==> src/core/pad_pkg.sv <==
// Package of shared constants for the phase adjust / divider control block
// Assumes a 125 MHz system clock on both ends
package pad_pkg;
    // Register offsets (byte-wide device registers)
    localparam logic [8:0] OFF_FB_INT_LOW     = 9'h010;
    localparam logic [8:0] OFF_FB_INT_HIGH    = 9'h011;
    localparam logic [8:0] OFF_FRAC1_0        = 9'h012;
    localparam logic [8:0] OFF_FRAC1_1        = 9'h013;
    localparam logic [8:0] OFF_FRAC1_2        = 9'h014;
    localparam logic [8:0] OFF_FRAC1_3        = 9'h015;
    localparam logic [8:0] OFF_FRAC2_0        = 9'h017;
    localparam logic [8:0] OFF_FRAC2_1        = 9'h018;
    localparam logic [8:0] OFF_FRAC2_2        = 9'h019;
    localparam logic [8:0] OFF_MOD2_0         = 9'h01A;
    localparam logic [8:0] OFF_MOD2_1         = 9'h01B;
    localparam logic [8:0] OFF_MOD2_2         = 9'h01C;
    localparam logic [8:0] OFF_CAL_CTRL       = 9'h020;
    localparam logic [8:0] OFF_PRECHARGE_TO   = 9'h021;
    localparam logic [8:0] OFF_BAND_COUNT_TO  = 9'h022;
    localparam logic [8:0] OFF_BAND_SETTLE_TO = 9'h023;
    localparam logic [8:0] OFF_PHASE_CTRL     = 9'h030;
    localparam logic [8:0] OFF_INIT_PHASE_LO  = 9'h031;
    localparam logic [8:0] OFF_INIT_PHASE_HI  = 9'h032;
    localparam logic [8:0] OFF_PHASE_STEP     = 9'h033;
    localparam logic [8:0] OFF_STATUS         = 9'h058;
    localparam logic [8:0] OFF_ACC_PHASE_LO   = 9'h061;
    localparam logic [8:0] OFF_ACC_PHASE_HI   = 9'h062;
    localparam logic [8:0] OFF_BLEED_LEVEL    = 9'h063;
    localparam logic [8:0] OFF_BIAS_FIRST     = 9'h100;
    localparam logic [8:0] OFF_BIAS_LAST      = 9'h111;
    localparam int         BIAS_DEPTH         = 18;
    // Field positions
    localparam int POS_INVERT       = 4;
    localparam int POS_OUTDIV       = 5;
    localparam int POS_CAL_HALVING  = 2;
    localparam int POS_METHOD       = 0;
    localparam int POS_DIRECTION    = 1;
    localparam int POS_RESYNC       = 2;
    localparam int POS_BLEED_EN     = 3;
    localparam int POS_PIN_EN       = 4;
    localparam int POS_SW_STEP      = 7;
    localparam int POS_CAL_BUSY     = 3;
    // Reset values
    localparam logic [7:0] RST_BYTE = 8'h00;
    // Fixed primary modulus exponent, accumulator wrap point
    localparam int         PRIMARY_MOD_LOG2 = 25;
    localparam logic [13:0] ACC_WRAP        = 14'h2000;
    // Calibration fixed terms in divided-clock periods, and the number of bands
    localparam int CAL_START_PERIODS = 2;
    localparam int CAL_BAND_EXTRA    = 5;
    localparam int CAL_BAND_COUNT    = 10;
    localparam int CAL_VCAL_PERIODS  = 2;
    // Controller APB address width
    localparam int APB_ADDR_W = 12;
endpackage

==> src/core/pad_link_if.sv <==
// Interface joining the controller to the device: parallel register port and phase pins
// Assumes both ends share i_clk
`timescale 1ns/1ps
`default_nettype none
interface pad_link_if;
    logic       reg_wr;
    logic       reg_rd;
    logic [8:0] reg_addr;
    logic [7:0] reg_wdata;
    logic [7:0] reg_rdata;
    logic       reg_ack;
    logic       phase_strobe_pin;
    logic       phase_direction_pin;
    modport device (input  reg_wr, reg_rd, reg_addr, reg_wdata, phase_strobe_pin,
                           phase_direction_pin,
                    output reg_rdata, reg_ack);
    modport host   (output reg_wr, reg_rd, reg_addr, reg_wdata, phase_strobe_pin,
                           phase_direction_pin,
                    input  reg_rdata, reg_ack);
endinterface
`default_nettype wire

==> src/core/pad_device.sv <==
// Device end: register file, calibration timer, output divider, phase adjust
// Assumes pins come from the controller, possibly asynchronous
//
// Added by the designer: the APB register port.
`timescale 1ns/1ps
`default_nettype none
module pad_device #(
    parameter int CNT_W = 24
) (
    input  wire logic     i_clk,
    input  wire logic     i_reset,
    pad_link_if.device    link,
    input  wire logic     i_init_done,
    output logic          o_cal_busy,
    output logic [4:0]    o_out_divisor,
    output logic          o_out_invert,
    output logic [11:0]   o_fb_integer,
    output logic [24:0]   o_primary_fraction,
    output logic [23:0]   o_auxiliary_fraction,
    output logic [23:0]   o_auxiliary_modulus,
    output logic          o_lock_lost,
    output logic [13:0]   o_phase_offset,
    output logic [7:0]    o_bleed_level
);
    // ************************************
    // Register storage
    // ************************************
    logic [7:0] fb_lo_r, fb_hi_r, cal_ctrl_r, pre_to_r, cnt_to_r, set_to_r;
    logic [7:0] phase_ctrl_r, init_lo_r, init_hi_r, step_r;
    logic [7:0] frac1_r [4];
    logic [7:0] frac2_r [3];
    logic [7:0] mod2_r [3];
    logic [7:0] bias_r [pad_pkg::BIAS_DEPTH];
    logic       bias_hit;
    logic [4:0] bias_idx;
    logic [13:0] acc_r;
    logic [7:0]  bleed_r;
    logic [7:0]  rdata_r;
    logic        ack_r;
    logic        wr_fb_lo;
    logic        sw_step;
    logic        sw_step_r;

    function automatic logic [4:0] div_of(input logic [2:0] code);
        case (code)
            3'h0: div_of = 5'h01;
            3'h1: div_of = 5'h02;
            3'h2: div_of = 5'h04;
            3'h3: div_of = 5'h08;
            default: div_of = 5'h10;
        endcase
    endfunction

    assign wr_fb_lo = link.reg_wr && link.reg_addr == pad_pkg::OFF_FB_INT_LOW;
    assign sw_step  = link.reg_wr && link.reg_addr == pad_pkg::OFF_PHASE_CTRL
                      && link.reg_wdata[pad_pkg::POS_SW_STEP];
    assign bias_hit = link.reg_addr >= pad_pkg::OFF_BIAS_FIRST
                      && link.reg_addr <= pad_pkg::OFF_BIAS_LAST;
    assign bias_idx = 5'(link.reg_addr - pad_pkg::OFF_BIAS_FIRST);

    // ************************************
    // Register writes
    // ************************************
    always_ff @(posedge i_clk) begin
        if (i_reset) begin
            fb_lo_r <= pad_pkg::RST_BYTE;
            fb_hi_r <= pad_pkg::RST_BYTE;
            cal_ctrl_r <= pad_pkg::RST_BYTE;
            pre_to_r <= pad_pkg::RST_BYTE;
            cnt_to_r <= pad_pkg::RST_BYTE;
            set_to_r <= pad_pkg::RST_BYTE;
            phase_ctrl_r <= pad_pkg::RST_BYTE;
            init_lo_r <= pad_pkg::RST_BYTE;
            init_hi_r <= pad_pkg::RST_BYTE;
            step_r <= pad_pkg::RST_BYTE;
            for (int k = 0; k < 4; k++) frac1_r[k] <= pad_pkg::RST_BYTE;
            for (int k = 0; k < 3; k++) begin
                frac2_r[k] <= pad_pkg::RST_BYTE;
                mod2_r[k] <= pad_pkg::RST_BYTE;
            end
        end else if (link.reg_wr) begin
            case (link.reg_addr)
                pad_pkg::OFF_FB_INT_LOW:     fb_lo_r <= link.reg_wdata;
                pad_pkg::OFF_FB_INT_HIGH:    fb_hi_r <= link.reg_wdata;
                pad_pkg::OFF_FRAC1_0:        frac1_r[0] <= link.reg_wdata;
                pad_pkg::OFF_FRAC1_1:        frac1_r[1] <= link.reg_wdata;
                pad_pkg::OFF_FRAC1_2:        frac1_r[2] <= link.reg_wdata;
                pad_pkg::OFF_FRAC1_3:        frac1_r[3] <= link.reg_wdata;
                pad_pkg::OFF_FRAC2_0:        frac2_r[0] <= link.reg_wdata;
                pad_pkg::OFF_FRAC2_1:        frac2_r[1] <= link.reg_wdata;
                pad_pkg::OFF_FRAC2_2:        frac2_r[2] <= link.reg_wdata;
                pad_pkg::OFF_MOD2_0:         mod2_r[0] <= link.reg_wdata;
                pad_pkg::OFF_MOD2_1:         mod2_r[1] <= link.reg_wdata;
                pad_pkg::OFF_MOD2_2:         mod2_r[2] <= link.reg_wdata;
                pad_pkg::OFF_CAL_CTRL:       cal_ctrl_r <= link.reg_wdata;
                pad_pkg::OFF_PRECHARGE_TO:   pre_to_r <= link.reg_wdata;
                pad_pkg::OFF_BAND_COUNT_TO:  cnt_to_r <= link.reg_wdata;
                pad_pkg::OFF_BAND_SETTLE_TO: set_to_r <= link.reg_wdata;
                pad_pkg::OFF_PHASE_CTRL:     phase_ctrl_r <= {1'b0, link.reg_wdata[6:0]};
                pad_pkg::OFF_INIT_PHASE_LO:  init_lo_r <= link.reg_wdata;
                pad_pkg::OFF_INIT_PHASE_HI:  init_hi_r <= link.reg_wdata;
                pad_pkg::OFF_PHASE_STEP:     step_r <= link.reg_wdata;
                default: ;
            endcase
        end
    end

    // ************************************
    // Core bias table, writable only while i_init_done is low
    // ************************************
    always_ff @(posedge i_clk) begin
        if (i_reset) begin
            for (int k = 0; k < pad_pkg::BIAS_DEPTH; k++) bias_r[k] <= pad_pkg::RST_BYTE;
        end else if (link.reg_wr && bias_hit && !i_init_done) begin
            bias_r[bias_idx] <= link.reg_wdata;
        end
    end

    // ************************************
    // Autocalibration timer
    // ************************************
    typedef enum {CAL_IDLE, CAL_PRE, CAL_START, CAL_SETTLE, CAL_COUNT, CAL_EXTRA,
                  CAL_VCAL} pad_cal_type;
    pad_cal_type cal_r;
    logic [7:0]       div_cnt_r;
    logic             tick;
    logic [CNT_W-1:0] cnt_r;
    logic [3:0]       band_r;
    logic [2:0]       shift;
    assign shift = cal_ctrl_r[1:0] + {1'b0, cal_ctrl_r[pad_pkg::POS_CAL_HALVING]};
    assign tick  = (div_cnt_r & ((8'h01 << shift) - 8'h01)) == 8'h00;

    always_ff @(posedge i_clk) begin
        if (i_reset || cal_r == CAL_IDLE) div_cnt_r <= 8'h01;
        else div_cnt_r <= div_cnt_r + 8'h01;
    end

    always_ff @(posedge i_clk) begin
        if (i_reset) begin
            cal_r <= CAL_IDLE;
            cnt_r <= '0;
            band_r <= 4'h0;
        end else if (wr_fb_lo) begin
            cal_r <= CAL_PRE;
            cnt_r <= '0;
            band_r <= 4'h0;
        end else if (cal_r != CAL_IDLE && tick) begin
            cnt_r <= cnt_r + 1'b1;
            unique case (cal_r)
                CAL_PRE: if (cnt_r + 1'b1 >= CNT_W'(pre_to_r)) begin
                    cal_r <= CAL_START;
                    cnt_r <= '0;
                end
                CAL_START: if (cnt_r + 1'b1 >= CNT_W'(pad_pkg::CAL_START_PERIODS)) begin
                    cal_r <= CAL_SETTLE;
                    cnt_r <= '0;
                end
                CAL_SETTLE: if (cnt_r + 1'b1 >= CNT_W'(set_to_r)) begin
                    cal_r <= CAL_COUNT;
                    cnt_r <= '0;
                end
                CAL_COUNT: if (cnt_r + 1'b1 >= CNT_W'({cnt_to_r, 4'h0})) begin
                    cal_r <= CAL_EXTRA;
                    cnt_r <= '0;
                end
                CAL_EXTRA: if (cnt_r + 1'b1 >= CNT_W'(pad_pkg::CAL_BAND_EXTRA)) begin
                    cnt_r <= '0;
                    band_r <= band_r + 4'h1;
                    cal_r <= (band_r == 4'(pad_pkg::CAL_BAND_COUNT - 1)) ? CAL_VCAL
                                                                        : CAL_SETTLE;
                end
                CAL_VCAL: if (cnt_r + 1'b1 >= CNT_W'(pad_pkg::CAL_VCAL_PERIODS)) begin
                    cal_r <= CAL_IDLE;
                    cnt_r <= '0;
                end
                CAL_IDLE: ;
            endcase
        end
    end
    assign o_cal_busy = cal_r != CAL_IDLE;

    // ************************************
    // Divider outputs, lock loss
    // ************************************
    always_ff @(posedge i_clk) begin
        if (i_reset) begin
            o_out_divisor <= 5'h01;
            o_out_invert <= 1'b0;
            o_fb_integer <= 12'h000;
            o_primary_fraction <= '0;
            o_auxiliary_fraction <= '0;
            o_auxiliary_modulus <= '0;
            o_lock_lost <= 1'b0;
        end else begin
            o_out_divisor <= div_of(fb_hi_r[7:pad_pkg::POS_OUTDIV]);
            o_out_invert <= fb_hi_r[pad_pkg::POS_INVERT];
            o_fb_integer <= {fb_hi_r[3:0], fb_lo_r};
            o_primary_fraction <= {frac1_r[3][0], frac1_r[2], frac1_r[1], frac1_r[0]};
            o_auxiliary_fraction <= {frac2_r[2], frac2_r[1], frac2_r[0]};
            o_auxiliary_modulus <= {mod2_r[2], mod2_r[1], mod2_r[0]};
            o_lock_lost <= (fb_hi_r[7:4] != {o_out_divisor == 5'h01 ? 3'h0 :
                           o_out_divisor == 5'h02 ? 3'h1 : o_out_divisor == 5'h04 ? 3'h2 :
                           o_out_divisor == 5'h08 ? 3'h3 : 3'h4, o_out_invert})
                           || o_cal_busy;
        end
    end

    // ************************************
    // Phase pins synchroniser
    // ************************************
    logic [2:0] stb_sync_r, dir_sync_r;
    logic       stb_r, dir_r, stb_fall, pin_dir;
    always_ff @(posedge i_clk) begin
        if (i_reset) begin
            stb_sync_r <= 3'h0;
            dir_sync_r <= 3'h0;
            stb_r <= 1'b0;
            dir_r <= 1'b0;
        end else begin
            stb_sync_r <= {stb_sync_r[1:0], link.phase_strobe_pin};
            dir_sync_r <= {dir_sync_r[1:0], link.phase_direction_pin};
            if (stb_sync_r[2] == stb_sync_r[1]) stb_r <= stb_sync_r[2];
            if (dir_sync_r[2] == dir_sync_r[1] && stb_r) dir_r <= dir_sync_r[2];
        end
    end
    assign stb_fall = stb_r && stb_sync_r[2] == stb_sync_r[1] && !stb_sync_r[2];
    assign pin_dir  = dir_r;

    // ************************************
    // Phase accumulator and bleed level
    // ************************************
    logic ev, up, pin_ev;
    assign pin_ev = stb_fall && phase_ctrl_r[pad_pkg::POS_PIN_EN];
    // Software step acts one cycle late, with the control byte just written
    always_ff @(posedge i_clk) begin
        if (i_reset) sw_step_r <= 1'b0;
        else sw_step_r <= sw_step;
    end
    assign ev = (pin_ev || sw_step_r) && phase_ctrl_r[pad_pkg::POS_RESYNC];
    // Pin direction 1 means later; register direction bit sets sense per method
    assign up = pin_ev ? pin_dir
              : (phase_ctrl_r[pad_pkg::POS_METHOD] ? !phase_ctrl_r[pad_pkg::POS_DIRECTION]
                                                    : phase_ctrl_r[pad_pkg::POS_DIRECTION]);

    always_ff @(posedge i_clk) begin
        if (i_reset) begin
            acc_r <= 14'h0000;
            bleed_r <= 8'h00;
        end else if (!i_init_done) begin
            acc_r <= {init_hi_r[5:0], init_lo_r};
            bleed_r <= 8'h00;
        end else if (ev && phase_ctrl_r[pad_pkg::POS_METHOD]) begin
            acc_r <= up ? (acc_r + {6'h00, step_r}) % pad_pkg::ACC_WRAP
                        : (acc_r - {6'h00, step_r}) % pad_pkg::ACC_WRAP;
        end else if (ev && phase_ctrl_r[pad_pkg::POS_BLEED_EN]) begin
            bleed_r <= up ? bleed_r + step_r : bleed_r - step_r;
        end
    end
    assign o_phase_offset = acc_r;
    assign o_bleed_level  = bleed_r;

    // ************************************
    // Register reads
    // ************************************
    always_ff @(posedge i_clk) begin
        if (i_reset) begin
            rdata_r <= 8'h00;
            ack_r <= 1'b0;
        end else begin
            ack_r <= link.reg_wr || link.reg_rd;
            if (link.reg_rd) begin
                case (link.reg_addr)
                    pad_pkg::OFF_FB_INT_LOW:    rdata_r <= fb_lo_r;
                    pad_pkg::OFF_FB_INT_HIGH:   rdata_r <= fb_hi_r;
                    pad_pkg::OFF_CAL_CTRL:      rdata_r <= cal_ctrl_r;
                    pad_pkg::OFF_PHASE_CTRL:    rdata_r <= phase_ctrl_r;
                    pad_pkg::OFF_PHASE_STEP:    rdata_r <= step_r;
                    pad_pkg::OFF_STATUS:        rdata_r <= {4'h0, o_cal_busy, 3'h0};
                    pad_pkg::OFF_ACC_PHASE_LO:  rdata_r <= acc_r[7:0];
                    pad_pkg::OFF_ACC_PHASE_HI:  rdata_r <= {2'b00, acc_r[13:8]};
                    pad_pkg::OFF_BLEED_LEVEL:   rdata_r <= bleed_r;
                    default: rdata_r <= bias_hit ? bias_r[bias_idx] : 8'h00;
                endcase
            end
        end
    end
    assign link.reg_rdata = rdata_r;
    assign link.reg_ack   = ack_r;
endmodule
`default_nettype wire

==> src/flat_wrapper.sv <==
// flat-port wrapper written by rule: the top's interface ports become plain ports
module pad_device_flat 
#(
    parameter int CNT_W = 24
)
  (i_clk, i_reset, i_init_done, o_cal_busy, o_out_divisor, o_out_invert, o_fb_integer, o_primary_fraction, o_auxiliary_fraction, o_auxiliary_modulus, o_lock_lost, o_phase_offset, o_bleed_level, link_reg_wr, link_reg_rd, link_reg_addr, link_reg_wdata, link_phase_strobe_pin, link_phase_direction_pin, link_reg_rdata, link_reg_ack);
  pad_link_if link_i ();
  input  wire logic i_clk;
  input  wire logic i_reset;
  input  wire logic i_init_done;
  output logic o_cal_busy;
  output logic [4:0] o_out_divisor;
  output logic o_out_invert;
  output logic [11:0] o_fb_integer;
  output logic [24:0] o_primary_fraction;
  output logic [23:0] o_auxiliary_fraction;
  output logic [23:0] o_auxiliary_modulus;
  output logic o_lock_lost;
  output logic [13:0] o_phase_offset;
  output logic [7:0] o_bleed_level;
  input wire logic [$bits(link_i.reg_wr)-1:0] link_reg_wr;
  input wire logic [$bits(link_i.reg_rd)-1:0] link_reg_rd;
  input wire logic [$bits(link_i.reg_addr)-1:0] link_reg_addr;
  input wire logic [$bits(link_i.reg_wdata)-1:0] link_reg_wdata;
  input wire logic [$bits(link_i.phase_strobe_pin)-1:0] link_phase_strobe_pin;
  input wire logic [$bits(link_i.phase_direction_pin)-1:0] link_phase_direction_pin;
  output wire logic [$bits(link_i.reg_rdata)-1:0] link_reg_rdata;
  output wire logic [$bits(link_i.reg_ack)-1:0] link_reg_ack;
  assign link_i.reg_wr = link_reg_wr;
  assign link_i.reg_rd = link_reg_rd;
  assign link_i.reg_addr = link_reg_addr;
  assign link_i.reg_wdata = link_reg_wdata;
  assign link_i.phase_strobe_pin = link_phase_strobe_pin;
  assign link_i.phase_direction_pin = link_phase_direction_pin;
  assign link_reg_rdata = link_i.reg_rdata;
  assign link_reg_ack = link_i.reg_ack;
  pad_device #(.CNT_W(CNT_W)) u_core (.i_clk(i_clk), .i_reset(i_reset), .link(link_i), .i_init_done(i_init_done), .o_cal_busy(o_cal_busy), .o_out_divisor(o_out_divisor), .o_out_invert(o_out_invert), .o_fb_integer(o_fb_integer), .o_primary_fraction(o_primary_fraction), .o_auxiliary_fraction(o_auxiliary_fraction), .o_auxiliary_modulus(o_auxiliary_modulus), .o_lock_lost(o_lock_lost), .o_phase_offset(o_phase_offset), .o_bleed_level(o_bleed_level));
endmodule
==> config.mk <==
export PLATFORM = sky130hd
export DESIGN_NAME = pad_device_flat
export DESIGN_NICKNAME = d
export VERILOG_FILES = /design/src/core/pad_pkg.sv /design/src/core/pad_link_if.sv /design/src/core/pad_device.sv /design/src/flat_wrapper.sv
export SDC_FILE = /design/constraint.sdc
export NUM_CORES = 1
export LEC_CHECK = 0
export BUFFER_PORTS_ARGS = -buffer_cell sky130_fd_sc_hd__clkbuf_2
export CAP_MARGIN = 15
export CORE_MARGIN = 2
export CORE_UTILIZATION = 43
export DETAILED_ROUTE_END_ITERATION = 10
export PLACE_DENSITY = 0.7
export SETUP_SLACK_MARGIN = 0.02
export SLEW_MARGIN = 40
export SYNTH_ARGS = -nofsm -noshare
export SYNTH_HDL_FRONTEND = slang
export SYNTH_SLANG_ARGS = --single-unit
==> constraint.sdc <==
create_clock -name i_clk -period 3.9 [get_ports i_clk]
set_input_delay 0.39 -clock i_clk [delete_from_list [all_inputs] [get_ports i_clk]]
set_output_delay 0.39 -clock i_clk [all_outputs]
set_load 0.05 [all_outputs]
[After elaboration in Yosys (flattened, before gate mapping)]
Memories as Yosys holds them, arrays and structs flattened. A register that Yosys moved wholly into a read port is not among the register bits.
Cells that the tools add are included.
Word-level totals
  bits in registers: 204
  bits in writable memories: 224
  input bits: 24
  word-level logic and storage cells: 250
  memories: 4
Cells by class
  $add $sub $neg: 10
  $lt $le $gt $ge: 7
  equal/unequal tests: 54
  shift operators: 1
  muxes and demuxes: 87
  bitwise gates (word level): 13
  reduce and logical (&&, ||, !) cells: 46
Memory list
  u_core.bias_r: words 18, width 8, rd ports 1, clocked after Yosys merged registers in 0, write ports 18, line pad_device.sv:33  | logic [7:0] bias_r [pad_pkg::BIAS_DEPTH];
  u_core.frac1_r: words 4, width 8, rd ports 4, clocked after Yosys merged registers in 4, write ports 4, line pad_device.sv:30  | logic [7:0] frac1_r [4];
  u_core.frac2_r: words 3, width 8, rd ports 3, clocked after Yosys merged registers in 3, write ports 3, line pad_device.sv:31  | logic [7:0] frac2_r [3];
  u_core.mod2_r: words 3, width 8, rd ports 3, clocked after Yosys merged registers in 3, write ports 3, line pad_device.sv:32  | logic [7:0] mod2_r [3];
Operators by type and width (number)
  $mux 32: 6
  $pmux 32 s6: 1
  $mux 24: 5
  $pmux 24 s5: 1
  $eq 9x5->1 const B: 12
  $mux 8: 13
  $eq 32x3->1 const B: 3
  $eq 9x6->1 const B: 8
  $pmux 8 s9: 1
  $eq 32x2->1 const B: 2
  $mux 1: 50
  $ge 24x8->1: 2
  $eq 9x7->1 const B: 4
  $eq 32x1->1 const B: 1
  $logic_not 32->1: 1
  $reduce_bool 32->1: 1
  $mux 14: 2
  $add 24x1->24 const B: 1
  $ge 24x12->1: 1
  $ge 24x2->1 const B: 1
  $ge 24x3->1 const B: 1
  $reduce_and 2->1: 11
  $pmux 5 s4: 1
  $ne 3x1->1 const B: 6
  other kinds (40): 83

[Depth between registers and ports, before layout]
Gate-level depths: netlist (run 1).
  word-level depth: 9
  mapped depth: 15

[Worst setup path before layout (run 1)]
Ideal clock, no wire load.
  path kind: reg-to-reg
  start point: register u_core.phase_ctrl_r[4]
  end point: register u_core.acc_r[12], in the netlist u_core.o_phase_offset[12]
  setup time: 0.091 ns
  data arrival time: 3.503 ns
  required time: 3.809 ns
  path slack: 0.306 ns
  cell stages (with the launch flop): 13
  cells stage by stage: dfxtp_1 > nor4bb_1 > mux2_2 > buf_2 > mux2_2 > fa_1 > a211oi_1 > o21a_1 > o31ai_1 > o41ai_1 > xor2_1 > or3_1 > a311oi_1
Between the ends
  cells in the longest elaborated chain, start to end: 5
  elaborated cells on any way between the ends: 9
  classes of those cells: 1 x eq/ne; 4 x mux; 4 x reduce/logical
Ends and longest elaborated chain
  start: declaration: line pad_device.sv:29  | logic [7:0] phase_ctrl_r, init_lo_r, init_hi_r, step_r;
  start signal: assignment: line pad_device.sv:72  | phase_ctrl_r <= pad_pkg::RST_BYTE;
  start signal: assignment: line pad_device.sv:99  | pad_pkg::OFF_PHASE_CTRL: phase_ctrl_r <= {1'b0, link.reg_wdata[6:0]};
  $logic_and 1x1->1 (*): line pad_device.sv:233  | assign pin_ev = stb_fall && phase_ctrl_r[pad_pkg::POS_PIN_EN];
  $mux 1 or $logic_or 1x1->1 (tied branches): line pad_device.sv:241, pad_device.sv:239
  $mux 13 or $logic_and 1x1->1 (tied branches): line pad_device.sv:253, pad_device.sv:239
  $mux 14 or $logic_and 1x1->1 (tied branches): line pad_device.sv:252  | end else if (ev && phase_ctrl_r[pad_pkg::POS_METHOD]) begin
  $mux 14 or $ne 2x1->1 (tied branches)
  end signal: assignment: line pad_device.sv:250  | acc_r <= {init_hi_r[5:0], init_lo_r};
  end signal: assignment: line pad_device.sv:253  | acc_r <= up ? (acc_r + {6'h00, step_r}) % pad_pkg::ACC_WRAP
  end: declaration: line pad_device.sv:36  | logic [13:0] acc_r;
Every way passes the cells marked *; elsewhere a longest branch is shown, timed or not. The select of a mux whose other input is x is not followed.
A chain may end at the register's enable or synchronous reset.

[Worst setup path in the final report (run 1)]
Same ends and word-level chain as after synthesis.

==> qor.csv, run 1 <==
stage,metric,value,unit
run_status,status,finished clean,
worst_setup_path,Max Fanout on Critical Path,9,
synthesis,top_reg_cell synth,edfxtp_1,
synthesis,synthesized area per cell,12.1,um2
timing,final-report hold violation count,0,
cells_and_area,n_diodes,0,
pwr,PD cells,465,nW/um2
synthesis,synthesized area,24900,um2
worst_setup_path,Critical path origin,u_core.phase_ctrl_r[4]$_SDFFE_PP0P_,
worst_setup_path,WP data required,4440,ps
worst_setup_path,Worst Setup Path Type,reg2reg,
synthesis,Synth Warn #,0,
timing,Final setup viols,0,
timing,"Slew Viols, Final",0,
detailed_routing,Via-to-Cell Ratio,5.47,
run,max cap viols,0,
clock_tree,"Clk pin slew, worst setup/hold paths",60,ps
global_routing,Global Route Usage Sum,0.207,
cells_and_area,Area Overhead vs Synth,16.3,%
timing,fmax,276,MHz
floorplanning,Core ar.,57500,um2
synthesis,Synth area leader,edfxtp_1,
synthesis,top-area cell type share of the netlist area,0.397,
synthesis,top post-synthesis cells by area,"edfxtp_1 40%, dfxtp_1 20%, mux4_2 7.2%, nor2_1 3.8%, mux2i_1 2.7%",
pwr,Peak VDD IR,0.358,mV
worst_setup_path,crit-path max cell delay,370,ps
global_routing,GRT Max-Usage Layer,met2,
timing,worst slew pin tran,858,ps
clock_tree,total CTS buffers,56,
global_routing,GR Layer Usage met1,0.265,
floorplanning,Chip Width,245,um
timing,Worst Skew,33.8,ps
min_path,hold_sp,i_reset,
global_routing,initial antenna violation count,0,
worst_setup_path,R2R Setup Slk,280,ps
floorplanning,die area,59800,um2
timing,RSZ-0062 raised after global routing,false,
detailed_routing,Detail Route Antenna Nets,0,
placement,detailed placement HPWL,42400,um
floorplanning,initial core utilization,0.433,
worst_setup_path,Critical Path Source Type,flop,
worst_setup_path,CP most frequent cell,buf_4,
detailed_routing,DRC viols,0,
pwr,Lkg Pwr,0.0113,uW
detailed_routing,Avg WL per Cell,20.1,um
global_routing,GRT overflow,0,
clock_tree,CTS tree,yes,
worst_setup_path,R2R depth,14,
placement,port bufs,147,
worst_setup_path,arrival time worst endpoint,4170,ps
global_routing,pin count of the biggest net entering global routing,95,
synthesis,asr flop ratio synth,0,
worst_setup_path,r2r startpoint,u_core.phase_ctrl_r[4]$_SDFFE_PP0P_,
clock_tree,CTS H-tree depth,2,
worst_setup_path,Worst Setup End Kind,flop,
clock_tree,worst skew pair latency,630,ps
cells_and_area,share of layout cells above drive strength 1,0.183,
timing,final setup TNS,0,ps
worst_setup_path,crit-path cells,"nor4bb_2, buf_4, mux2_2, buf_4, a21oi_1, xnor2_1, ha_1, or2_2, a21oi_2, o31ai_2, o41ai_2, xor2_1, or3_1, a311oi_1",
cells_and_area,final core utilization,0.503,
placement,RePlAce Congestion,0.924,
synthesis,"EDFF count, synth",329,
cells_and_area,Layout Nets,2383,
detailed_routing,DR vias,17000,
global_routing,M2 GR Usage,0.349,
detailed_routing,WL final,62500,um
detailed_routing,DRT Pass-1 Iters,6,
timing,Slew HR,0.428,
clock_tree,CTS Root Cell,clkbuf_16,
synthesis,Synth Register Bits,576,
floorplanning,# rows,88,
clock_tree,clk sinks,576,
worst_setup_path,Setup crit end,u_core.o_phase_offset[12]$_SDFFE_PP0P_,
timing,period utilisation layout,0.929,
global_routing,global routing met3 resource utilization,0.0322,
synthesis,sequential fraction of the synthesis area,0.596,
min_path,worst min-delay path class,in2reg,
min_path,hold path depth,2,
global_routing,vias in the first global route,16800,
global_routing,first-pass GRT wire length,96100,um
clock_tree,Clock Path Buffers,3,
timing,minimum clock period,3620,ps
worst_setup_path,CP max stage cell,mux2_2,
synthesis,post-synth cell types,88,
floorplanning,Die Ht,245,um
detailed_routing,First DRT Iteration DRCs,1712,
floorplanning,# IOs,148,
worst_setup_path,RR Endpoint,u_core.o_phase_offset[12]$_SDFFE_PP0P_,
synthesis,post-synthesis cell count,2063,
## critical path: cells and delay by family (launching register included)
kind                     cells  cell delay, ps
buffers and inverters        2             350
XOR/XNOR                     2             300
flip-flops                   1             340
AND/OR/NAND/NOR              3             920
AO/OA/AOI/OAI                5             960
multiplexers                 1             370
adder cells (fa/ha/maj)      1             300
## through the flow
stage / setup WS (ps) / instances / instance area [um2] / hold slack [ps] / power (uW)
2_1_floorplan: 306 / 2174 / 25300 / 407 / 7590
3_3_place_gp: 142 / 3005 / 26900 / 430 / 7920
3_5_place_dp: 169 / 3005 / 26900 / 437 / 7950
4_1_cts: 140 / 3113 / 28900 / 37.0 / 13600
5_1_grt: 7.16 / 3118 / 28900 / 78.5 / 13900
6_report: 278 / 3118 / 28900 / 65.5 / 13500
## layout make-up
type,instances,area (um2)
Clock inverter,30,365
Inverter,51,191
Clock buffer,76,1600
Sequential cell,576,14800
Multi-Input combinational cell,1410,9760
Timing Repair Buffer,210,1230
Fill cell,5002,28500
Tap cell,765,957
## power breakdown
part           internal (uW)  switching (uW)
clock network           3240            2390
logic                    351             730
registers               6650             110
total                  10200            3230
## worst min-delay path by stage
stage                                                  end  slack [ps]
after global placement      u_core.div_cnt_r[0]$_SDFF_PP1_         430
after global routing      u_core.init_hi_r[0]$_SDFFE_PP0P_          80
after CTS                 u_core.init_hi_r[1]$_SDFFE_PP0P_          40
after detailed placement         u_core.dir_r$_SDFFE_PP0P_         440
after floorplan             u_core.div_cnt_r[0]$_SDFF_PP1_         410
final                     u_core.init_hi_r[1]$_SDFFE_PP0P_          70
## cells in the mapped netlist, types with 23 or more instances
cell type  number
mux4_2         80
dfxtp_1       247
o211ai_1       25
nor2_1        251
nand4_1        23
a21oi_1        79
nor3_1         24
and2_1         52
nor2b_1       102
clkbuf_1      107
mux2i_1        66
nand2_1       160
inv_1          50
xor2_1         28
ha_1           52
o21ai_0        32
and3_1         53
nand3_1        66
edfxtp_1      329
## registers in the layout, summed over array words and instances, names as in the netlist, 14 cells and up
register and cells:
u_core.bias_r 256, u_core.frac1_r 25, u_core.mod2_r 24, o_primary_fraction 25, o_auxiliary_modulus 24, u_core.frac2_r 24
o_auxiliary_fraction 24, u_core.o_phase_offset 14, u_core.cnt_r 24
## kinds of logic after synthesis
kind of cell               synth area share
AOI/OAI and AO/OA                    0.0661
xor gates and xnor gates             0.0172
adders and majority gates            0.0278
buffers and inverters                0.0302
DFF                                   0.596
muxes                                 0.100
other                              0.000151
and+or+nand+nor                       0.162
## routing by layer
layer	routed length, um	vias to the layer above	share of wire
met5	0	-	0
met4	2280	0	0.037
met3	4490	136	0.072
met2	30700	710	0.49
met1	25100	8336	0.40
li1	-	7863	-
## layout by cell type, fill, tap and decap left out, types with 10 or more instances in the layout
| cell | n |
|---|---|
| nand4_1 | 23 |
| and2_1 | 52 |
| nand2_1 | 160 |
| inv_1 | 50 |
| a21oi_1 | 78 |
| edfxtp_1 | 329 |
| clkbuf_8 | 10 |
| nor2_1 | 250 |
| o211ai_1 | 25 |
| mux4_2 | 80 |
| dfxtp_1 | 247 |
| ha_1 | 52 |
| xor2_1 | 28 |
| mux2i_1 | 66 |
| conb_1 | 112 |
| nor3_1 | 24 |
| nand3_1 | 66 |
| clkbuf_2 | 144 |
| nor4_1 | 18 |
| o21ai_0 | 32 |
| xnor2_1 | 19 |
| and3_1 | 53 |
| clkinv_2 | 13 |
| buf_4 | 59 |
| nor2b_1 | 102 |
| or3_1 | 10 |
| clkbuf_16 | 57 |
## what timing repair did
item | CTS | global route
resized for setup | 0 | 7
hold buffers | 2 | 0
endpoints found under the hold margin | 2 | 0
endpoints found under the setup margin | 0 | 6
setup buffers | 0 | 4
No activity file was read; power rests on OpenSTA's default activity.
==> inputs of run 2 (changes only) <==
==> constraint.sdc (replaced) <==
create_clock -name i_clk -period 3.9 [get_ports i_clk]
set_input_delay 0.195 -clock i_clk [delete_from_list [all_inputs] [get_ports i_clk]]
set_output_delay 0.195 -clock i_clk [all_outputs]
set_load 0.05 [all_outputs]
==> run 2 against run 1 <==
Wire length shrank 0.32%. Fmax shrank 0.14%. Sequential share of layout area shrank 0.082 points. Cell count shrank 0.32%. Clock skew grew 19 ps. Critical endpoint is now u_core.cnt_r[2]$_SDFFE_PP0P_.
==> qor.csv, run 2 (same netlist as run 1, synthesis figures left out) <==
stage,metric,value,unit,change
run_status,status,finished clean,,unchanged
timing,period utilisation layout,0.930,,was 0.929
floorplanning,Core ar.,57500,um2,unchanged
cells_and_area,final core utilization,0.504,,was 0.503
clock_tree,CTS Root Cell,clkbuf_16,,unchanged
cells_and_area,n_diodes,0,,unchanged
global_routing,global routing met3 resource utilization,0.0380,,was 0.0322
detailed_routing,WL final,62300,um,was 62500 um
worst_setup_path,Worst Setup Path Type,reg2reg,,unchanged
clock_tree,setup repair bufs after CTS,0,,unchanged
cells_and_area,FF/Latch Area,14800,um2,unchanged
cells_and_area,Multi-input gate area,9760,um2,unchanged
detailed_routing,DRC viols,0,,unchanged
pwr,Lkg Pwr,0.0112,uW,was 0.0113 uW
detailed_routing,DRT Pass-1 Iters,6,,unchanged
floorplanning,die area,59800,um2,unchanged
worst_setup_path,Buf/Inv on CP,0,,was 2
detailed_routing,First DRT Iteration DRCs,1732,,was 1712
timing,minimum clock period,3630,ps,was 3620 ps
placement,RePlAce Congestion,0.946,,was 0.924
cells_and_area,Area Overhead vs Synth,16.5,%,was 16.3%
worst_setup_path,WP data required,4380,ps,was 4440 ps
min_path,worst min-delay path class,in2reg,,unchanged
timing,RSZ-0062 raised after global routing,false,,unchanged
global_routing,initial antenna violation count,1,,was 0
cells_and_area,largest register by flop count,u_core.bias_r,,unchanged
worst_setup_path,Worst Setup End Kind,flop,,unchanged
worst_setup_path,Max Fanout on Critical Path,14,,was 9
clock_tree,clk sinks,576,,unchanged
pwr,PD cells,475,nW/um2,was 465 nW/um2
global_routing,pin count of the biggest net entering global routing,118,,was 95
cells_and_area,biggest regs,"u_core.bias_r x256, o_primary_fraction x25, u_core.frac1_r x25",,unchanged
cells_and_area,"commonest non-fill, non-tap cell in the layout",edfxtp_1,,unchanged
floorplanning,Chip Width,245,um,unchanged
timing,final setup margin,273,ps,was 278 ps
run,max cap viols,0,,unchanged
pwr,Peak VDD IR,0.333,mV,was 0.358 mV
global_routing,GRT overflow,0,,unchanged
clock_tree,total CTS buffers,56,,unchanged
cells_and_area,"commonest non-fill, non-tap cells in the layout","329 x edfxtp_1, 250 x nor2_1, 247 x dfxtp_1, 159 x nand2_1, 143 x clkbuf_2",,"was 329 x edfxtp_1, 250 x nor2_1, 247 x dfxtp_1, 160 x nand2_1, 144 x clkbuf_2"
detailed_routing,Detail Route Antenna Nets,0,,unchanged
floorplanning,initial core utilization,0.433,,unchanged
timing,worst slew pin tran,809,ps,was 858 ps
worst_setup_path,Top delay family on crit path,compound AO/OA/AOI/OAI gates,,unchanged
global_routing,Global Route Usage Sum,0.205,,was 0.207
cells_and_area,Layout Nets,2373,,was 2383
timing,final setup TNS,0,ps,unchanged
detailed_routing,DR vias,17100,,was 17000
clock_tree,worst skew pair latency,630,ps,about the same
clock_tree,CTS H-tree depth,2,,unchanged
detailed_routing,Via-to-Cell Ratio,5.50,,was 5.47
placement,Placement Setup Slack,131,ps,was 169 ps
global_routing,vias in the first global route,16500,,was 16800
cells_and_area,share of layout cells above drive strength 1,0.182,,was 0.183
timing,Final setup viols,0,,unchanged
placement,port bufs,147,,unchanged
global_routing,M2 GR Usage,0.343,,was 0.349
worst_setup_path,CP max stage cell,o211ai_4,,was mux2_2
detailed_routing,Avg WL per Cell,20.1,um,about the same
clock_tree,CTS tree,yes,,unchanged
global_routing,GRT Max-Usage Layer,met2,,unchanged
worst_setup_path,crit-path cells,"ha_1, and3_4, and3_4, xor2_1, ha_1, nand4_1, a21oi_1, o31a_1, o221a_1, o211ai_4, nand2_2, o41ai_1",,"was nor4bb_2, buf_4, mux2_2, buf_4, a21oi_1, xnor2_1, ha_1, or2_2, a21oi_2, o31ai_2, o41ai_2, xor2_1, or3_1, a311oi_1"
cells_and_area,FILL cells,4957,,was 5002
timing,Slew HR,0.461,,was 0.428
clock_tree,Clock Path Buffers,3,,unchanged
worst_setup_path,Critical Path Source Type,flop,,unchanged
timing,"Slew Viols, Final",0,,unchanged
clock_tree,"Clk pin slew, worst setup/hold paths",60,ps,about the same
timing,Worst Skew,52.9,ps,was 33.8 ps
timing,final-report hold violation count,0,,unchanged
cells_and_area,number of flip-flops in the largest register,256,,unchanged
worst_setup_path,arrival time worst endpoint,4110,ps,was 4170 ps
global_routing,first-pass GRT wire length,95600,um,was 96100 um
placement,detailed placement HPWL,41900,um,was 42400 um
floorplanning,Die Ht,245,um,unchanged
floorplanning,# rows,88,,unchanged
floorplanning,# IOs,148,,unchanged
global_routing,GR Layer Usage met1,0.270,,was 0.265
worst_setup_path,crit-path max cell delay,490,ps,was 370 ps
timing,fmax,276,MHz,about the same
## run 2: cell count changes in the layout (fill, tap and decap cells not counted), moves of 2 or more
cell        previous run  this run
clkinv_2              13         8
clkinvlp_2             0         2
clkinvlp_4             1         6
bufinv_16              5         7
buf_6                  4         2
inv_6                  0         2
clkbuf_16             57        62
buf_4                 59        49
clkinv_1               5         2
inv_4                  0         2
clkbuf_1               9         4
clkbuf_8              10         4
## run 2: per-stage QoR
stage               power, uW  instance area (um2)  hold WS [ps]  cells
floorplan                7590                25300           323   2174
CTS                     13800                28900          7.49   3107
finish                  13800                29000          20.9   3108
global placement         7910                26800           417   2999
global route            14200                29000          42.6   3108
detailed placement       7940                26800           410   2999
## run 2: layout make-up
cell class	count	share of cell area
clock buffers	70	0.0560
clock inverters	36	0.0161
inverters	51	0.00661
multi-input cells	1411	0.337
flip-flops and latches	576	0.512
well taps	765	0.0330
repair buffers	199	0.0399
## run 2: final timing paths
kind | from | to | slack [ps] | depth (start not counted)
worst max-delay path | u_core.cnt_r[0]$_SDFFE_PP0P_ | u_core.cnt_r[2]$_SDFFE_PP0P_ | 270 | 12
worst min-delay path | i_reset | o_primary_fraction[3]$_SDFF_PP0_ | 20 | 2
worst max register to register | u_core.cnt_r[0]$_SDFFE_PP0P_ | u_core.cnt_r[2]$_SDFFE_PP0P_ | 270 | 12
worst min register to register | u_core.dir_sync_r[2]$_SDFF_PP0_ | u_core.dir_r$_SDFFE_PP0P_ | 440 | 2
## run 2: worst register-to-register path, delay by kind of cell, from the launching register on
family | cells | cell delay [ps]
compound gates | 5 | 1310
xor+xnor | 1 | 340
fa+ha+maj | 2 | 660
flops | 1 | 470
simple gates | 4 | 730
## run 2: what timing repair did
item,4_1_cts,5_1_grt
endpoints found under the hold margin,2,0
setup endpoints to repair,0,12
gates resized for setup,0,7
hold buffers,2,0
## run 2: per-layer routing
| layer | up-vias | wire length (um) |
|---|---|---|
| met5 | - | 0 |
| met4 | 0 | 1820 |
| met3 | 110 | 4940 |
| met2 | 700 | 30400 |
| met1 | 8433 | 25100 |
| li1 | 7854 | - |
## run 2: report_power, final
group / leakage (uW) / total, uW / switching, uW / internal (uW)
clock network: 0.00100 / 5940 / 2470 / 3470
logic: 0.00510 / 1070 / 725 / 341
registers: 0.00514 / 6760 / 107 / 6650
==> inputs of run 3 (changes only) <==
--- a/config.mk
+++ b/config.mk
@@ -10,6 +10,7 @@
 export CORE_MARGIN = 2
 export CORE_UTILIZATION = 43
 export DETAILED_ROUTE_END_ITERATION = 10
+export MAX_ROUTING_LAYER = met4
 export PLACE_DENSITY = 0.7
 export SETUP_SLACK_MARGIN = 0.02
 export SLEW_MARGIN = 40
==> run 3 against run 2 <==
Worst hold slack improved by 97 ps. Clock-buffer cell count is 6 higher. Largest cell class unchanged. Critical path type unchanged. Highest routed layer unchanged. Via count down 0.97%.
==> qor.csv, run 3 (same netlist as run 1, synthesis figures left out) <==
stage,metric,value,unit,change
run_status,status,finished clean,,unchanged
floorplanning,# rows,88,,unchanged
floorplanning,Die Ht,245,um,unchanged
cells_and_area,FF/Latch Area,14800,um2,about the same
worst_setup_path,Worst Setup Path Type,reg2reg,,unchanged
detailed_routing,First DRT Iteration DRCs,1661,,was 1732
placement,Area after DPL,26800,um2,about the same
timing,final-report hold violation count,0,,unchanged
cells_and_area,biggest regs,"u_core.bias_r x256, o_primary_fraction x25, u_core.frac1_r x25",,unchanged
cells_and_area,final core utilization,0.499,,was 0.504
cells_and_area,FILL cells,5002,,was 4957
global_routing,initial antenna violation count,2,,was 1
timing,Worst Skew,40.2,ps,was 52.9 ps
worst_setup_path,crit-path max cell delay,390,ps,was 490 ps
worst_setup_path,R2R Setup Slk,340,ps,was 270 ps
timing,Slew HR,0.449,,was 0.461
detailed_routing,Detail Route Antenna Nets,0,,unchanged
worst_setup_path,RR Endpoint,u_core.o_phase_offset[12]$_SDFFE_PP0P_,,was u_core.cnt_r[2]$_SDFFE_PP0P_
timing,Final setup viols,0,,unchanged
cells_and_area,Layout Nets,2371,,was 2373
cells_and_area,"commonest non-fill, non-tap cell in the layout",edfxtp_1,,unchanged
cells_and_area,Final Cell Area,28700,um2,was 29000 um2
placement,detailed placement HPWL,41700,um,was 41900 um
detailed_routing,DRT Pass-1 Iters,9,,was 6
placement,RePlAce Congestion,0.918,,was 0.946
worst_setup_path,Critical Path Source Type,flop,,unchanged
cells_and_area,number of flip-flops in the largest register,256,,unchanged
worst_setup_path,arrival time worst endpoint,4110,ps,about the same
worst_setup_path,WP data required,4440,ps,was 4380 ps
timing,"Slew Viols, Final",0,,unchanged
worst_setup_path,Max Fanout on Critical Path,11,,was 14
detailed_routing,WL final,61600,um,was 62300 um
global_routing,GRT overflow,0,,unchanged
min_path,end of the worst hold path,u_core.link.reg_rdata[3]$_SDFFE_PP0P_,,was o_primary_fraction[3]$_SDFF_PP0_
timing,final setup TNS,0,ps,unchanged
clock_tree,Clock Path Buffers,3,,unchanged
placement,Placement Setup Slack,137,ps,was 131 ps
timing,fmax,281,MHz,was 276 MHz
detailed_routing,Via-to-Cell Ratio,5.45,,was 5.50
floorplanning,die area,59800,um2,unchanged
clock_tree,CTS Root Cell,clkbuf_16,,unchanged
floorplanning,Core ar.,57500,um2,unchanged
worst_setup_path,Critical path origin,u_core.stb_r$_SDFFE_PP0N_,,was u_core.cnt_r[0]$_SDFFE_PP0P_
clock_tree,CTS tree,yes,,unchanged
run,max cap viols,0,,unchanged
global_routing,vias in the first global route,16500,,about the same
worst_setup_path,Buf/Inv on CP,1,,was 0
clock_tree,"Clk pin slew, worst setup/hold paths",60,ps,about the same
timing,RSZ-0062 raised after global routing,false,,unchanged
global_routing,pin count of the biggest net entering global routing,82,,was 118
pwr,Peak VDD IR,0.438,mV,was 0.333 mV
detailed_routing,DR vias,16900,,was 17100
timing,worst slew pin tran,826,ps,was 809 ps
cells_and_area,"commonest non-fill, non-tap cells in the layout","329 x edfxtp_1, 250 x nor2_1, 246 x dfxtp_1, 159 x nand2_1, 144 x clkbuf_2",,"was 329 x edfxtp_1, 250 x nor2_1, 247 x dfxtp_1, 159 x nand2_1, 143 x clkbuf_2"
cells_and_area,largest register by flop count,u_core.bias_r,,unchanged
placement,port bufs,147,,unchanged
pwr,Lkg Pwr,0.0111,uW,was 0.0112 uW
floorplanning,Chip Width,245,um,unchanged
worst_setup_path,R2R depth,13,,was 12
worst_setup_path,CP most frequent cell,xor2_1,,
clock_tree,CTS H-tree depth,2,,unchanged
timing,period utilisation layout,0.914,,was 0.930
clock_tree,clk sinks,576,,unchanged
clock_tree,total CTS buffers,56,,unchanged
min_path,worst min-delay path class,in2reg,,unchanged
detailed_routing,DRC viols,0,,unchanged
cells_and_area,Area Overhead vs Synth,15.3,%,was 16.5%
cells_and_area,Post-Layout Cell Count,3104,,was 3108
min_path,hold path depth,3,,was 2
worst_setup_path,crit-path cells,"nor4bb_1, buf_4, mux2_4, nor2_1, xor2_1, ha_1, o21ai_0, o21a_1, o31ai_1, o41ai_2, xor2_1, or3_1, a311oi_1",,"was ha_1, and3_4, and3_4, xor2_1, ha_1, nand4_1, a21oi_1, o31a_1, o221a_1, o211ai_4, nand2_2, o41ai_1"
worst_setup_path,CP max stage cell,dfxtp_1,,was o211ai_4
global_routing,Global Route Usage Sum,0.210,,was 0.205
clock_tree,worst skew pair latency,630,ps,about the same
timing,final setup margin,336,ps,was 273 ps
min_path,hold_sp,link_reg_rd,,was i_reset
placement,DP Cell Count,2995,,was 2999
timing,minimum clock period,3560,ps,was 3630 ps
floorplanning,# IOs,148,,unchanged
cells_and_area,Multi-input gate area,9760,um2,about the same
detailed_routing,Avg WL per Cell,19.8,um,was 20.1 um
pwr,PD cells,455,nW/um2,was 475 nW/um2
worst_setup_path,Top delay family on crit path,compound AO/OA/AOI/OAI gates,,unchanged
worst_setup_path,Worst Setup End Kind,flop,,unchanged
worst_setup_path,r2r startpoint,u_core.stb_r$_SDFFE_PP0N_,,was u_core.cnt_r[0]$_SDFFE_PP0P_
global_routing,first-pass GRT wire length,94800,um,was 95600 um
floorplanning,initial core utilization,0.433,,unchanged
cells_and_area,share of layout cells above drive strength 1,0.175,,was 0.182
[run 3: changes by cell type in the layout (fill, tap and decap cells not counted), sizes merged, moves of 3 or more]
cell | before | now
clkbuf | 213 | 220
bufinv | 7 | 1
clkinv | 16 | 22
clkinvlp | 8 | 2
buf | 54 | 51
inv | 56 | 53
[run 3: worst max-delay path by stage]
stage                                                        end  slack [ps]  depth (start not counted)
after floorplan           u_core.o_phase_offset[12]$_SDFFE_PP0P_         310                         12
after global placement    u_core.o_phase_offset[12]$_SDFFE_PP0P_         180                         12
after detailed placement  u_core.o_phase_offset[12]$_SDFFE_PP0P_         140                         12
after CTS                 u_core.o_phase_offset[12]$_SDFFE_PP0P_         110                         12
after global routing      u_core.o_phase_offset[12]$_SDFFE_PP0P_          50                         13
final                     u_core.o_phase_offset[12]$_SDFFE_PP0P_         340                         13
[run 3: metrics by stage]
stage          hold slack, ps  total power, uW
2_1_floorplan             323             7590
3_3_place_gp              425             7910
3_5_place_dp              433             7940
4_1_cts                  85.5            13100
5_1_grt                   112            13500
6_report                  118            13100
[run 3: where the power goes]
group	total (uW)	internal [uW]	switching (uW)	leakage (uW)
sequential	6760	6650	107	0.00514
combinational	1060	342	719	0.00509
clock	5240	2920	2320	0.000881
[run 3: timing repair]
item / 4_1_cts / 5_1_grt
resized for setup: 0 / 9
setup endpoints to repair: 0 / 17
hold buffers: 3 / 0
hold endpoints to repair: 26 / 0
setup buffers: 0 / 1
[run 3: area by class of cell]
cell class              instances  area share
flip-flops and latches        576       0.517
clock buffers                  76      0.0551
diodes                          1   0.0000872
repair buffers                198      0.0404
well taps                     765      0.0334
multi-input cells            1410       0.340
clock inverters                27     0.00733
inverters                      51     0.00667
[run 3: routing by layer]
metal	vias to the layer above	track usage	wire (um)
met5	-	-	0
met4	0	0.0658	1720
met3	108	0.0384	4480
met2	672	0.345	30200
met1	8308	0.266	25200
li1	7843	-	-
[run 3: worst min-delay path, stage by stage]
cell      delay (ps)
clkbuf_2         270
nor2_1           180
nor3_1            50
